### config.mk
export PLATFORM = sky130hd
export DESIGN_NAME = serial_port_ctrl
export DESIGN_NICKNAME = d
export VERILOG_FILES = /design/src/inc/ssp_ctrl_pkg.sv /design/src/rtl/pin_sync.sv /design/src/rtl/bus_cond_detect.sv /design/src/rtl/serial_port_ctrl.sv
export SDC_FILE = /design/constraint.sdc
export NUM_CORES = 1
export LEC_CHECK = 0
export BUFFER_PORTS_ARGS = -buffer_cell sky130_fd_sc_hd__buf_2
export CAP_MARGIN = 0
export CORE_MARGIN = 10
export CORE_UTILIZATION = 43
export DETAILED_ROUTE_END_ITERATION = 12
export GPL_TIMING_DRIVEN = 0
export PLACE_DENSITY = 0.76
export SETUP_SLACK_MARGIN = 0.5
export SYNTH_ARGS = -nofsm -noshare
export SYNTH_HDL_FRONTEND = slang
export SYNTH_SLANG_ARGS = --single-unit
### constraint.sdc
create_clock -name aclk -period 1.8 [get_ports aclk]
set_input_delay 0.18 -clock aclk [delete_from_list [all_inputs] [get_ports aclk]]
set_output_delay 0.18 -clock aclk [all_outputs]
set_load 0.02 [all_outputs]
### src/inc/ssp_ctrl_pkg.sv
// constants for the serial port control block
package ssp_ctrl_pkg;
   localparam int ADDR_W = 4;
   localparam logic [ADDR_W-1:0] OFS_CONTROL = 4'h0;
   localparam logic [ADDR_W-1:0] OFS_ADDRESS = 4'h4;
   localparam logic [ADDR_W-1:0] OFS_BUFFER = 4'h8;
   localparam logic [ADDR_W-1:0] OFS_STATUS = 4'hC;
   localparam int BIT_WRITE_COLLISION_FLAG = 7;
   localparam int BIT_ROV = 6;
   localparam int BIT_EN = 5;
   localparam int BIT_REL = 4;
   localparam logic [7:0] CONTROL_RESET = 8'h00;
   localparam logic [7:0] ADDRESS_RESET = 8'h00;
   localparam logic [7:0] MASK_RESET = 8'hFF;
   localparam logic [3:0] MODE_SLAVE7 = 4'h6;
   localparam logic [3:0] MODE_SLAVE10 = 4'h7;
   localparam logic [3:0] MODE_MASK_SEL = 4'h9;
   localparam logic [3:0] MODE_FW_MASTER = 4'hB;
   localparam logic [3:0] MODE_SLAVE7_SP = 4'hE;
   localparam logic [3:0] MODE_SLAVE10_SP = 4'hF;
   localparam logic [1:0] RESP_OKAY = 2'h0;
   localparam logic [1:0] RESP_SLVERR = 2'h2;
   localparam int STAT_START = 3;
   localparam int STAT_STOP = 4;
endpackage

### src/rtl/pin_sync.sv
// two flip-flop synchroniser for one pin level
`timescale 1ns/10ps
`default_nettype none
module pin_sync (
   // clock and reset
   input wire logic aclk,
   input wire logic aresetn,
   // level in and out
   input wire logic pin_in,
   output logic pin_out
);
   logic meta_q;
   logic sync_q;
   // idle bus level is high
   always_ff @(posedge aclk) begin
      if (!aresetn) begin
         meta_q <= 1'b1;
         sync_q <= 1'b1;
      end else begin
         meta_q <= pin_in;
         sync_q <= meta_q;
      end
   end
   assign pin_out = sync_q;
endmodule
`default_nettype wire

### src/rtl/bus_cond_detect.sv
// start and stop condition detector on synchronised lines
`timescale 1ns/10ps
`default_nettype none
module bus_cond_detect (
   // clock and reset
   input wire logic aclk,
   input wire logic aresetn,
   // synchronised lines
   input wire logic clk_line,
   input wire logic data_line,
   // one-cycle events
   output logic start_seen,
   output logic stop_seen,
   output logic clk_fall
);
   logic clk_prev_q;
   logic data_prev_q;
   always_ff @(posedge aclk) begin
      if (!aresetn) begin
         clk_prev_q <= 1'b1;
         data_prev_q <= 1'b1;
      end else begin
         clk_prev_q <= clk_line;
         data_prev_q <= data_line;
      end
   end
   assign start_seen = clk_line && clk_prev_q && data_prev_q && !data_line;
   assign stop_seen = clk_line && clk_prev_q && !data_prev_q && data_line;
   assign clk_fall = clk_prev_q && !clk_line;
endmodule
`default_nettype wire

### src/rtl/serial_port_ctrl.sv
// control register logic of the serial port, reached over AXI4-Lite
// Overview of operation
// - a write to the shift buffer during a transmission sets the write collision flag, cleared only by software.
// - a byte arriving while the buffer still holds an unread byte sets the receive overflow flag.
// - port enable set takes the clock pin for the port, clear returns it to general use; the data pin is only sensed, never driven.
// - in slave modes clock release set frees the clock line and clear holds it low.
// - mode 0110 is 7-bit slave and mode 0111 is 10-bit slave.
// - mode 1011 is firmware master with the slave function idle.
// - after clock release clears, the clock is driven low only once seen low and held until clock release is set or slave mode ends.
// - once hardware clears clock release, the clock is held low once seen low, until software sets it or slave mode ends.
// - reset or port disable clears the start and stop status bits.
`timescale 1ns/10ps
`default_nettype none
module serial_port_ctrl
   import ssp_ctrl_pkg::*;
(
   // clock and reset
   input wire logic aclk,
   input wire logic aresetn,
   // axi4-lite write address and data
   input wire logic [ADDR_W-1:0] s_axi_awaddr,
   input wire logic s_axi_awvalid,
   output logic s_axi_awready,
   input wire logic [31:0] s_axi_wdata,
   input wire logic [3:0] s_axi_wstrb,
   input wire logic s_axi_wvalid,
   output logic s_axi_wready,
   // axi4-lite write response
   output logic [1:0] s_axi_bresp,
   output logic s_axi_bvalid,
   input wire logic s_axi_bready,
   // axi4-lite read
   input wire logic [ADDR_W-1:0] s_axi_araddr,
   input wire logic s_axi_arvalid,
   output logic s_axi_arready,
   output logic [31:0] s_axi_rdata,
   output logic [1:0] s_axi_rresp,
   output logic s_axi_rvalid,
   input wire logic s_axi_rready,
   // transfer engine events
   input wire logic tx_busy,
   input wire logic rx_byte_done,
   input wire logic buffer_full,
   input wire logic hw_release_clear,
   // bus pins
   input wire logic scl_in,
   output logic scl_out,
   output logic scl_oe,
   input wire logic sda_in,
   // mode decode to the transfer engine
   output logic port_active,
   output logic slave_active,
   output logic addr_10bit,
   output logic cond_events_en,
   output logic fw_master,
   output logic [7:0] slave_address,
   output logic [7:0] address_mask,
   output logic buffer_write
);
   logic [7:0] control_q, control_d;
   logic [7:0] addr_q, mask_q;
   logic start_q, stop_q;
   logic hold_q;
   logic aw_q, w_q, bvalid_q, rvalid_q;
   logic [ADDR_W-1:0] awaddr_q;
   logic [7:0] wdata_q;
   logic wstrb0_q;
   logic [31:0] rdata_q;
   logic [1:0] bresp_q, rresp_q;
   logic scl_s, sda_s, start_ev, stop_ev;
   pin_sync u_scl_sync (
      .aclk(aclk),
      .aresetn(aresetn),
      .pin_in(scl_in),
      .pin_out(scl_s)
   );
   pin_sync u_sda_sync (
      .aclk(aclk),
      .aresetn(aresetn),
      .pin_in(sda_in),
      .pin_out(sda_s)
   );
   bus_cond_detect u_cond (
      .aclk(aclk),
      .aresetn(aresetn),
      .clk_line(scl_s),
      .data_line(sda_s),
      .start_seen(start_ev),
      .stop_seen(stop_ev),
      .clk_fall()
   );
   // mode decode
   wire [3:0] mode = control_q[3:0];
   wire enabled = control_q[BIT_EN];
   wire release_bit = control_q[BIT_REL];
   wire is_s7 = (mode == MODE_SLAVE7) || (mode == MODE_SLAVE7_SP);
   wire is_s10 = (mode == MODE_SLAVE10) || (mode == MODE_SLAVE10_SP);
   wire mask_sel = (mode == MODE_MASK_SEL);
   assign port_active = enabled;
   assign slave_active = enabled && (is_s7 || is_s10);
   assign addr_10bit = is_s10;
   assign cond_events_en = enabled && ((mode == MODE_SLAVE7_SP) ||
      (mode == MODE_SLAVE10_SP) || (mode == MODE_FW_MASTER));
   assign fw_master = enabled && (mode == MODE_FW_MASTER);
   assign slave_address = addr_q;
   assign address_mask = mask_q;
   // write path: address and data taken in either order
   assign s_axi_awready = !aw_q && !bvalid_q;
   assign s_axi_wready = !w_q && !bvalid_q;
   wire aw_in = aw_q || (s_axi_awvalid && s_axi_awready);
   wire w_in = w_q || (s_axi_wvalid && s_axi_wready);
   wire [ADDR_W-1:0] wr_addr = aw_q ? awaddr_q : s_axi_awaddr;
   wire [7:0] wr_byte = w_q ? wdata_q : s_axi_wdata[7:0];
   wire wr_lane0 = w_q ? wstrb0_q : s_axi_wstrb[0];
   wire wr_fire = aw_in && w_in && !bvalid_q;
   wire wr_ok = (wr_addr == OFS_CONTROL) || (wr_addr == OFS_ADDRESS) ||
      (wr_addr == OFS_BUFFER);
   wire wr_ctrl = wr_fire && wr_lane0 && (wr_addr == OFS_CONTROL);
   wire wr_addr_reg = wr_fire && wr_lane0 && (wr_addr == OFS_ADDRESS);
   assign buffer_write = wr_fire && wr_lane0 && (wr_addr == OFS_BUFFER);
   assign s_axi_bvalid = bvalid_q;
   assign s_axi_bresp = bresp_q;
   always_ff @(posedge aclk) begin
      if (!aresetn) begin
         aw_q <= 1'b0;
         w_q <= 1'b0;
         bvalid_q <= 1'b0;
         awaddr_q <= '0;
         wdata_q <= 8'h00;
         wstrb0_q <= 1'b0;
         bresp_q <= RESP_OKAY;
      end else begin
         if (s_axi_awvalid && s_axi_awready) awaddr_q <= s_axi_awaddr;
         if (s_axi_wvalid && s_axi_wready) begin
            wdata_q <= s_axi_wdata[7:0];
            wstrb0_q <= s_axi_wstrb[0];
         end
         if (wr_fire) begin
            aw_q <= 1'b0;
            w_q <= 1'b0;
            bvalid_q <= 1'b1;
            bresp_q <= wr_ok ? RESP_OKAY : RESP_SLVERR;
         end else begin
            aw_q <= aw_in;
            w_q <= w_in;
            if (s_axi_bready) bvalid_q <= 1'b0;
         end
      end
   end
   // control register: hardware set wins over software clear
   always_comb begin
      control_d = control_q;
      if (wr_ctrl) control_d = wr_byte;
      if (buffer_write && tx_busy) control_d[BIT_WRITE_COLLISION_FLAG] = 1'b1;
      if (rx_byte_done && buffer_full) control_d[BIT_ROV] = 1'b1;
      if (hw_release_clear && slave_active)
         control_d[BIT_REL] = 1'b0;
   end
   always_ff @(posedge aclk) begin
      if (!aresetn) control_q <= CONTROL_RESET;
      else control_q <= control_d;
   end
   // address or mask behind the same location
   always_ff @(posedge aclk) begin
      if (!aresetn) begin
         addr_q <= ADDRESS_RESET;
         mask_q <= MASK_RESET;
      end else if (wr_addr_reg) begin
         if (mask_sel) mask_q <= wr_byte;
         else addr_q <= wr_byte;
      end
   end
   // start and stop status, cleared while disabled
   always_ff @(posedge aclk) begin
      if (!aresetn || !enabled) begin
         start_q <= 1'b0;
         stop_q <= 1'b0;
      end else if (start_ev) begin
         start_q <= 1'b1;
         stop_q <= 1'b0;
      end else if (stop_ev) begin
         start_q <= 1'b0;
         stop_q <= 1'b1;
      end
   end
   // clock stretch: pull low only after the line is seen low
   // pulling a line that is still high would cut its high phase short
   wire stretch = slave_active && !release_bit;
   always_ff @(posedge aclk) begin
      if (!aresetn) hold_q <= 1'b0;
      else if (!stretch) hold_q <= 1'b0;
      else if (!scl_s) hold_q <= 1'b1;
   end
   // the pin only ever pulls low; the pad sees the enable
   assign scl_out = 1'b0;
   // gated by the port enable so the pin is handed back in the same cycle
   assign scl_oe = hold_q && enabled;
   // read path
   wire [7:0] addr_view = mask_sel ? mask_q : addr_q;
   wire rd_ok = (s_axi_araddr == OFS_CONTROL) ||
      (s_axi_araddr == OFS_ADDRESS) || (s_axi_araddr == OFS_STATUS);
   logic [7:0] status_view;
   always_comb begin
      status_view = 8'h00;
      status_view[STAT_START] = start_q;
      status_view[STAT_STOP] = stop_q;
   end
   // unmapped reads answer with an error and zero data
   wire [7:0] rd_byte = (s_axi_araddr == OFS_CONTROL) ? control_q :
      (s_axi_araddr == OFS_ADDRESS) ? addr_view :
      (s_axi_araddr == OFS_STATUS) ? status_view : 8'h00;
   assign s_axi_arready = !rvalid_q;
   assign s_axi_rvalid = rvalid_q;
   assign s_axi_rdata = rdata_q;
   assign s_axi_rresp = rresp_q;
   always_ff @(posedge aclk) begin
      if (!aresetn) begin
         rvalid_q <= 1'b0;
         rdata_q <= 32'h00000000;
         rresp_q <= RESP_OKAY;
      end else if (s_axi_arvalid && !rvalid_q) begin
         rvalid_q <= 1'b1;
         rdata_q <= {24'h000000, rd_byte};
         rresp_q <= rd_ok ? RESP_OKAY : RESP_SLVERR;
      end else if (s_axi_rready) begin
         rvalid_q <= 1'b0;
      end
   end
endmodule
`default_nettype wire

Word-level counts from Yosys, hierarchy flattened
Index checks and enable logic that the tools add are counted.
{"block": "classes", "n_eq_ne": 10, "n_mux": 18, "n_bitwise": 2, "reduce_logical": 58}
{"operator": "8-bit 2-to-1 mux", "count": 5}
{"operator": "4-bit equality test, second input constant", "count": 6}
{"operator": "1-bit logical AND", "count": 24}
{"operator": "4-bit by 3-bit equality test with 1-bit output, second input constant", "count": 4}
{"operator": "1-bit logical OR", "count": 12}
{"operator": "2-bit nonzero test", "count": 5}
{"operator": "1-bit logical NOT", "count": 9}
{"operator": "1-bit 2-to-1 mux", "count": 9}
{"operator": "4-bit logical NOT", "count": 2}
{"operator": "2-bit AND reduction", "count": 3}
{"operator": "2-bit OR reduction", "count": 3}
{"operator": "5-bit 2-to-1 mux", "count": 1}
{"operator": "2-bit 2-to-1 mux", "count": 2}
{"operator": "4-bit 2-to-1 mux", "count": 1}
{"operator": "1-bit inverter", "count": 2}
{"block": "totals", "register_bits": 62, "inputBits": 57, "out_inout_bits": 65, "elab_cells": 113}

Longest topological paths before layout
Gate-level depths: netlist of run 1.
{"block": "depth", "word_depth": 10, "mapped_depth": 6, "ltp_nobuf": 4}

Modules after synthesis
A second synthesis of run 1 with hierarchy kept.
{"block": "unflattened", "cells_unflattened": 329, "area_unflattened_um2": 2930.3}
{"mod": "serial_port_ctrl", "n_inst": 1, "cells_per_inst": 314, "area_per_inst_um2": 2746.4, "seq_area_each_um2": 1081.0}
{"mod": "pin_sync", "n_inst": 2, "cells_per_inst": 4, "area_per_inst_um2": 52.6, "seq_area_each_um2": 40.0}
{"mod": "bus_cond_detect", "n_inst": 1, "cells_per_inst": 7, "area_per_inst_um2": 78.8, "seq_area_each_um2": 40.0}

Least setup slack after synthesis of run 1
No wires, ideal clock.
{"block": "synth_timing", "kind": "reg2reg", "start": "register aw_q", "end": "register addr_q[4] (netlist: slave_address[4])", "setup_time_ps": 132, "t_arrival_ps": 1625, "required_ps": 1668, "setup_slack_ps": 43, "stages_incl_launch_ff": 7, "path_buffers": 2, "synth_period_minus_slack_ps": 1757, "path_cell_list": "dfxtp_1 -> buf_6 -> mux2_4 -> or4_4 -> buf_6 -> nor3_2 -> nor3_1"}
{"block": "synth_between", "elab_chain_cells": 9, "elab_cells_between_ends": 11, "classes_between": "eq/ne (1); mux (1); reduce/logical (9)"}
{"item": "start: declaration", "line": "serial_port_ctrl.sv:64", "rtl": "logic aw_q, w_q, bvalid_q, rvalid_q;"}
{"item": "start signal: assignment", "line": "serial_port_ctrl.sv:144", "rtl": "aw_q <= aw_in;"}
{"item": "1-bit logical NOT", "line": "serial_port_ctrl.sv:108", "rtl": "assign s_axi_awready = !aw_q && !bvalid_q;"}
{"item": "1-bit logical AND", "line": "serial_port_ctrl.sv:108"}
{"item": "1-bit logical AND", "line": "serial_port_ctrl.sv:110", "rtl": "wire aw_in = aw_q || (s_axi_awvalid && s_axi_awready);"}
{"item": "1-bit logical OR", "line": "serial_port_ctrl.sv:110"}
{"item": "1-bit logical AND (2 in a row)", "line": "serial_port_ctrl.sv:115", "rtl": "wire wr_fire = aw_in && w_in && !bvalid_q;"}
{"item": "1-bit logical AND", "line": "serial_port_ctrl.sv:119", "rtl": "wire wr_addr_reg = wr_fire && wr_lane0 && (wr_addr == OFS_ADDRESS);"}
{"item": "1-bit logical AND *", "line": "serial_port_ctrl.sv:119"}
{"item": "2-bit AND reduction (no source line) *"}
{"item": "end signal: assignment", "line": "serial_port_ctrl.sv:170", "rtl": "else addr_q <= wr_byte;"}
{"item": "end: declaration", "line": "serial_port_ctrl.sv:61", "rtl": "logic [7:0] addr_q, mask_q;"}
Mark *: on every way between the ends. The rest lies on a longest branch, timed or not.
A chain may end at the register's enable or synchronous reset.

Worst setup path after layout of run 1
{"block": "layout_timing", "start": "register aw_q", "end": "register addr_q[5] (netlist: slave_address[5])"}
Same word-level chain as after synthesis.

==> flow_metrics.py, run 1 <==
metrics = {
    "run_status": {
        "outcome": "finished, violations left",
        "violations": "setup timing",
    },
    "yosys": {
        "synth_edf_count": 0,
        "syn-cell-area_um2": 2930,
        "syn_avg_cell_area_um2": 8.83,
        "synth_cell_types": 48,
        "ys_async_sr_fraction_pct": 0,
        "ys_ff_latch": 60,
        "synthFlopType": "dfxtp_1",
        "yosysWarnings": 0,
        "synthCells": 332,
        "synth-seq-area-share_pct": 41.0,
    },
    "clock_tree": {
        "cts_tree": "yes",
        "numCtsBuffers": 9,
        "clk_pin_slew_ns": 0.06,
        "clk_path_buf_depth": 2,
        "ctsHoldBuffers": 0,
        "numClockSinks": 60,
        "cts-htree-levels": 3,
        "root_buffer": "clkbuf_8",
        "insertion_delay_ns": 0.35,
    },
    "setup_path": {
        "worstSetupPathType": "reg -> reg",
        "cp.arrival_ns": 2.04,
        "crit_family": "simple AND/OR/NAND/NOR gates",
        "crit_required_ns": 2.02,
        "path_common_cell": "buf_12",
        "cp-end-kind": "register",
        "crit_fanout": 8,
        "cp-start-kind": "register",
        "path_cells": "buf_8, mux2i_4, buf_12, or4_4, buf_12, nor3_4, nor3_2",
        "slowest_delay_ns": 0.52,
        "crit_buf_inv": 3,
        "cp_slowest_cell": "or4_4",
    },
    "die": {
        "io_pins": 122,
        "core-area_um2": 6720,
        "fp.dieArea_um2": 10500,
        "die_w_um": 103,
        "fp.dieH_um": 103,
        "initial_core_util_pct": 43.6,
        "rows": 30,
    },
    "sta": {
        "finalHoldViolations": 0,
        "maxSlewViolCount": 0,
        "setup_viol_count_final": 4,
        "worstMarginPinSlew_ns": 0.986,
        "worst_clock_skew_ns": 0.00589,
        "max_freq_mhz": 550,
        "fin_crit_ns": 1.82,
        "max_slew_margin_pct": 33.7,
        "rsz0062_at_grt": "true",
        "setup_slack_ns": -0.0192,
        "tns_ns": -0.0332,
        "finalCritPeriodShare_pct": 101,
    },
    "grt": {
        "grt-ovfl-total": 0,
        "grt_use_total_pct": 17.7,
        "grt_max_degree": 11,
        "antenna_found_initial": 0,
        "grt_pass1_vias": 3054,
        "grt_pass1_wl_um": 14600,
    },
    "final_layout": {
        "fillCellCount": 485,
        "final_cell_mix": "buf_2 (58), dfxtp_1 (53), buf_4 (41), a21oi_1 (27), conb_1 (27)",
        "nNetsFinal": 518,
        "finish.cell_count_without_fillers": 546,
        "drive_gt1_share_pct": 52.1,
        "syn_to_final_growth_pct": 58.3,
        "multi_input_area_um2": 2040,
        "final_area_um2": 4640,
        "diodes": 0,
        "seq_area_um2": 1220,
        "mostFrequentLayoutCell": "buf_2",
    },
    "detailed_routing": {
        "drc": 0,
        "drt_iter0_markers": 227,
        "wl_per_cell_um": 18.6,
        "drt-total-wl_um": 10100,
        "vias_per_cell": 5.42,
        "final_antenna_net_count": 0,
        "dr.pass1.iters": 4,
        "num_vias": 2961,
    },
    "pwr": {
        "power_mw": 3.50,
        "total_leakage_power_nw": 1.89,
        "p_per_area_nw_per_um2": 754,
        "ir_worst_vdd_mv": 0.494,
    },
    "place": {
        "dp_slack_ns": -0.0641,
        "placed_cell_area_um2": 3540,
        "numPortBuffers": 65,
        "post-place-cells": 503,
        "dp_hpwl_um": 6250,
        "gp_congestion": 0.897,
    },
    "hold_path": {
        "hp-class": "in -> reg",
    },
    "run": {
        "cap_violations": 0,
    },
}
-- path summary, 6_finish.rpt --
check,from,to,slack (ns),depth (start not counted)
max,aw_q,slave_address[5],-0.02,7
max reg2reg,aw_q,slave_address[5],-0.02,7
min,sda_in,u_sda_sync.meta_q,0.01,2
min reg2reg,u_sda_sync.meta_q,u_sda_sync.pin_out,0.41,1
-- synthesized netlist by cell type (all sizes together), types with 2 or more instances --
cell type  number  area, um2
dfxtp          60       1200
buf            36        263
a21oi          33        165
nor3           29        165
nand2          22       82.6
nand3          20        100
nor2           20       75.1
o21ai          19       95.1
mux2i          15        163
clkbuf         11       51.3
mux2           10        116
nand2b          8       50.1
a2bb2oi         6       52.6
and2            4       25.0
inv             4       15.0
nor3b           4       30.0
a31oi           3       18.8
and3            3       18.8
a2111oi         2       23.8
nor2b           2       12.5
nor4            2       27.5
nor4b           2       23.8
o32a            2       20.0
-- area by class of cell --
class	count	share of cell area [%]
Inverter	4	0.324
Timing Repair Buffer	92	14.4
Tap cell	80	2.16
Buffer	47	8.52
Sequential cell	60	26.3
Clock buffer	16	4.31
Multi-Input combinational cell	247	44.0
-- through the flow --
step	utilization, %	hold slack (ns)
floorplan	-	0.272
global placement	52.7	0.366
detailed placement	52.7	0.366
CTS	62.6	0.00627
global route	69.1	0.0210
finish	69.1	0.0109
-- flip-flops by register name (all words and copies together) (netlist names), 4 cells and up --
register and count:
control_q 8, s_axi_rdata 8, slave_address 8, wdata_q 8
address_mask 8, awaddr_q 4
-- layer usage --
| layer | global-route usage [%] | share of wire [%] |
|---|---|---|
| met2 | 29.4 | 51 |
| met4 | 12.3 | 3.2 |
| met3 | 4.76 | 7.0 |
| met1 | 19.3 | 39 |
| met5 | 0 | 0 |
-- power by group --
group	internal, mW	leakage [nW]	total [mW]	switching, mW
logic	0.368	1.29	0.852	0.484
clock network	0.690	0.103	1.21	0.519
registers	1.39	0.495	1.44	0.0483
-- cells by family after synthesis --
group / Yosys count / synth area share, %
AO/OA/AOI/OAI: 74 / 15.7
buffers and inverters: 51 / 11.2
other: 1 / 0.128
flip-flops: 60 / 41.0
AND/OR/NAND/NOR: 121 / 22.5
multiplexers: 25 / 9.52
-- timing repair --
action | CTS | global route
resized for setup | 67 | 88
gates cloned | 2 | 1
endpoints found under the setup margin | 54 | 56
endpoints found under the hold margin | 0 | 0
pin swaps | 17 | 22
buffers inserted | 17 | 7
No activity file was read; power rests on OpenSTA's default activity.
==> run 2, diff against run 1 <==
--- a/config.mk
+++ b/config.mk
@@ -11,7 +11,7 @@
 export CORE_UTILIZATION = 43
 export DETAILED_ROUTE_END_ITERATION = 12
 export GPL_TIMING_DRIVEN = 0
-export PLACE_DENSITY = 0.76
+export PLACE_DENSITY_LB_ADDON = 0.2
 export SETUP_SLACK_MARGIN = 0.5
 export SYNTH_ARGS = -nofsm -noshare
 export SYNTH_HDL_FRONTEND = slang
==> run 2 against run 1 <==
  * The run still ends with setup timing left
  * Non-clock buffer count grew 10
  * Global-route usage down 1.2 points
  * Critical path type unchanged
  * Critical endpoint is now slave_address[1]
  * Total power is 2.7% lower
  * Design area rose by 1.2%
  * Count of clock-buffer cells in the layout is 2 lower
  * Utilization is 0.86 points higher
  * Clock power decreased by 7%
  * First-iteration DRC count fell by 30%
==> flow_metrics.py, run 2 (synthesis gave the netlist of run 1 again) <==
metrics = {
    "die": {
        "initial_core_util_pct": 43.6,
        "die_w_um": 103,
        "rows": 30,
        "fp.dieH_um": 103,
        "fp.dieArea_um2": 10500,
        "core-area_um2": 6720,
        "io_pins": 122,
    },
    "detailed_routing": {
        "drt_iter0_markers": 158,
        "drt-total-wl_um": 9420,
        "final_antenna_net_count": 0,
        "num_vias": 2865,
        "vias_per_cell": 5.16,
        "drc": 0,
        "dr.pass1.iters": 4,
        "wl_per_cell_um": 17.0,
    },
    "sta": {
        "setup_slack_ns": -0.0104,
        "finalHoldViolations": 0,
        "fin_crit_ns": 1.81,
        "worst_clock_skew_ns": 0.00906,
        "worstMarginPinSlew_ns": 1.26,
        "max_freq_mhz": 552,
        "finalCritPeriodShare_pct": 101,
        "max_slew_margin_pct": 15.0,
        "maxSlewViolCount": 0,
        "setup_viol_count_final": 1,
        "hold_ws_ns": 0.0252,
        "rsz0062_at_grt": "true",
    },
    "run": {
        "cap_violations": 0,
    },
    "clock_tree": {
        "cts_tree": "yes",
        "numCtsBuffers": 9,
        "ctsHoldBuffers": 0,
        "clk_path_buf_depth": 2,
        "cts-htree-levels": 3,
        "insertion_delay_ns": 0.34,
        "clk_pin_slew_ns": 0.06,
        "numClockSinks": 60,
        "root_buffer": "clkbuf_8",
    },
    "final_layout": {
        "syn_to_final_growth_pct": 60.3,
        "fin_util_pct": 69.9,
        "final_cell_mix": "buf_2 (57), dfxtp_1 (53), buf_4 (48), conb_1 (27), a21oi_1 (26)",
        "drive_gt1_share_pct": 53.9,
        "final_area_um2": 4700,
        "mostFrequentLayoutCell": "buf_2",
        "nNetsFinal": 528,
        "diodes": 0,
    },
    "pwr": {
        "p_per_area_nw_per_um2": 725,
        "internal_power_mw": 2.40,
        "switching_power_mw": 1.01,
        "netSwitchingFraction_pct": 29.6,
        "seq_power_share_pct": 42.1,
        "clkPwrFrac_pct": 33.3,
        "total_leakage_power_nw": 1.90,
        "power_mw": 3.40,
        "ir_worst_vdd_mv": 0.577,
        "power_frac_comb_pct": 24.5,
    },
    "setup_path": {
        "cp-start-kind": "register",
        "worstSetupPathType": "reg -> reg",
        "reg2reg_from": "aw_q",
        "crit_required_ns": 1.99,
        "path_cells": "buf_8, mux2i_4, buf_6, or4_4, buf_12, nor3_2, nor3_1",
        "crit_start": "aw_q",
        "cp-end-kind": "register",
        "r2r_setup_slack_ns": -0.01,
        "endpoint": "slave_address[1]",
        "cp.arrival_ns": 2.00,
        "path_depth": 7,
        "crit_fanout": 8,
        "cp_slowest_cell": "or4_4",
        "slowest_delay_ns": 0.52,
        "r2r-end": "slave_address[1]",
        "crit_family": "simple AND/OR/NAND/NOR gates",
        "crit_buf_inv": 3,
        "r2r_cells": 7,
    },
    "grt": {
        "grt_pass1_vias": 2737,
        "grt_pass1_wl_um": 13700,
        "grt_max_degree": 11,
        "grt-ovfl-total": 0,
        "antenna_found_initial": 0,
        "grt_use_total_pct": 16.5,
    },
    "run_status": {
        "violations": "setup timing",
        "outcome": "finished, violations left",
    },
    "place": {
        "placed_cell_area_um2": 3540,
        "dp_hpwl_um": 6100,
        "gp_congestion": 0.852,
        "numPortBuffers": 65,
    },
    "hold_path": {
        "hp-class": "in -> reg",
    },
}
==> run 2: cell count changes in the layout (fill, tap and decap cells not counted), moves of 3 or more <==
cell | before | now
mux2i_1 | 6 | 9
mux2i_4 | 8 | 5
o21ai_1 | 3 | 0
nand3_4 | 3 | 6
nor3_4 | 12 | 7
nor2_1 | 15 | 11
buf_4 | 41 | 48
nor2_2 | 2 | 6
nor3_2 | 7 | 10
buf_12 | 3 | 6
==> run 2: area by class of cell <==
class,instances,area (um2)
plain buffers,47,413
clock buffers,14,183
clock inverters,1,5.00
fillers,514,2020
inverters,4,15.0
multi-input cells,247,2020
flip-flops and latches,60,1220
well taps,80,100
repair buffers,102,742
==> run 2: how the worst min path moves through the flow <==
stage,from,end,slack [ns],cells after the start
after floorplan,hw_release_clear,control_q[4],0.27,1
after global placement,sda_in,u_sda_sync.meta_q,0.36,2
after detailed placement,sda_in,u_sda_sync.meta_q,0.37,2
after CTS,s_axi_rready,s_axi_rvalid,0.007,2
after global routing,sda_in,u_sda_sync.meta_q,0.02,2
final,sda_in,u_sda_sync.meta_q,0.03,2
==> run 2: per-stage QoR <==
| stage | TNS (ns) | cells | setup WS, ns |
|---|---|---|---|
| 3_5_place_dp | -1.40 | 503 | -0.0892 |
| 2_1_floorplan | 0 | 358 | 0.198 |
| 4_1_cts | 0 | 536 | 0.0396 |
| 3_3_place_gp | -1.45 | 503 | -0.0873 |
| 5_1_grt | -0.400 | 555 | -0.0914 |
| 6_report | -0.0104 | 555 | -0.0104 |
==> run 2: timing repair <==
action                     in CTS  in global routing
gates resized for setup        74                 95
buffers inserted               16                 19
pin swaps                      22                 26
setup endpoints to repair      54                 50
cloned                          2                  0
==> run 2: routing by layer <==
layer / vias to the layer above / wire, um / track usage, %
met2: 87 / 4740 / 27.2
met4: 0 / 59 / 4.77
met5: - / 0 / 0
met1: 1359 / 3850 / 19.6
met3: 4 / 763 / 6.10
li1: 1415 / - / -
==> run 2: worst reg2reg max path, delay by kind of cell (launching register included) <==
family / cells / cell delay [ns]
buffers and inverters: 3 / 0.44
flip-flops: 1 / 0.33
multiplexers: 1 / 0.20
AND/OR/NAND/NOR: 3 / 0.71
==> run 2: power groups by stage <==
stage          sequential [mW]  clock [mW]  combinational (mW)
2_1_floorplan             1.48           0               0.415
3_3_place_gp              1.46           0               0.586
3_5_place_dp              1.46           0               0.593
4_1_cts                   1.43        1.17               0.691
5_1_grt                   1.44        1.22               0.897
6_report                  1.43        1.13               0.835
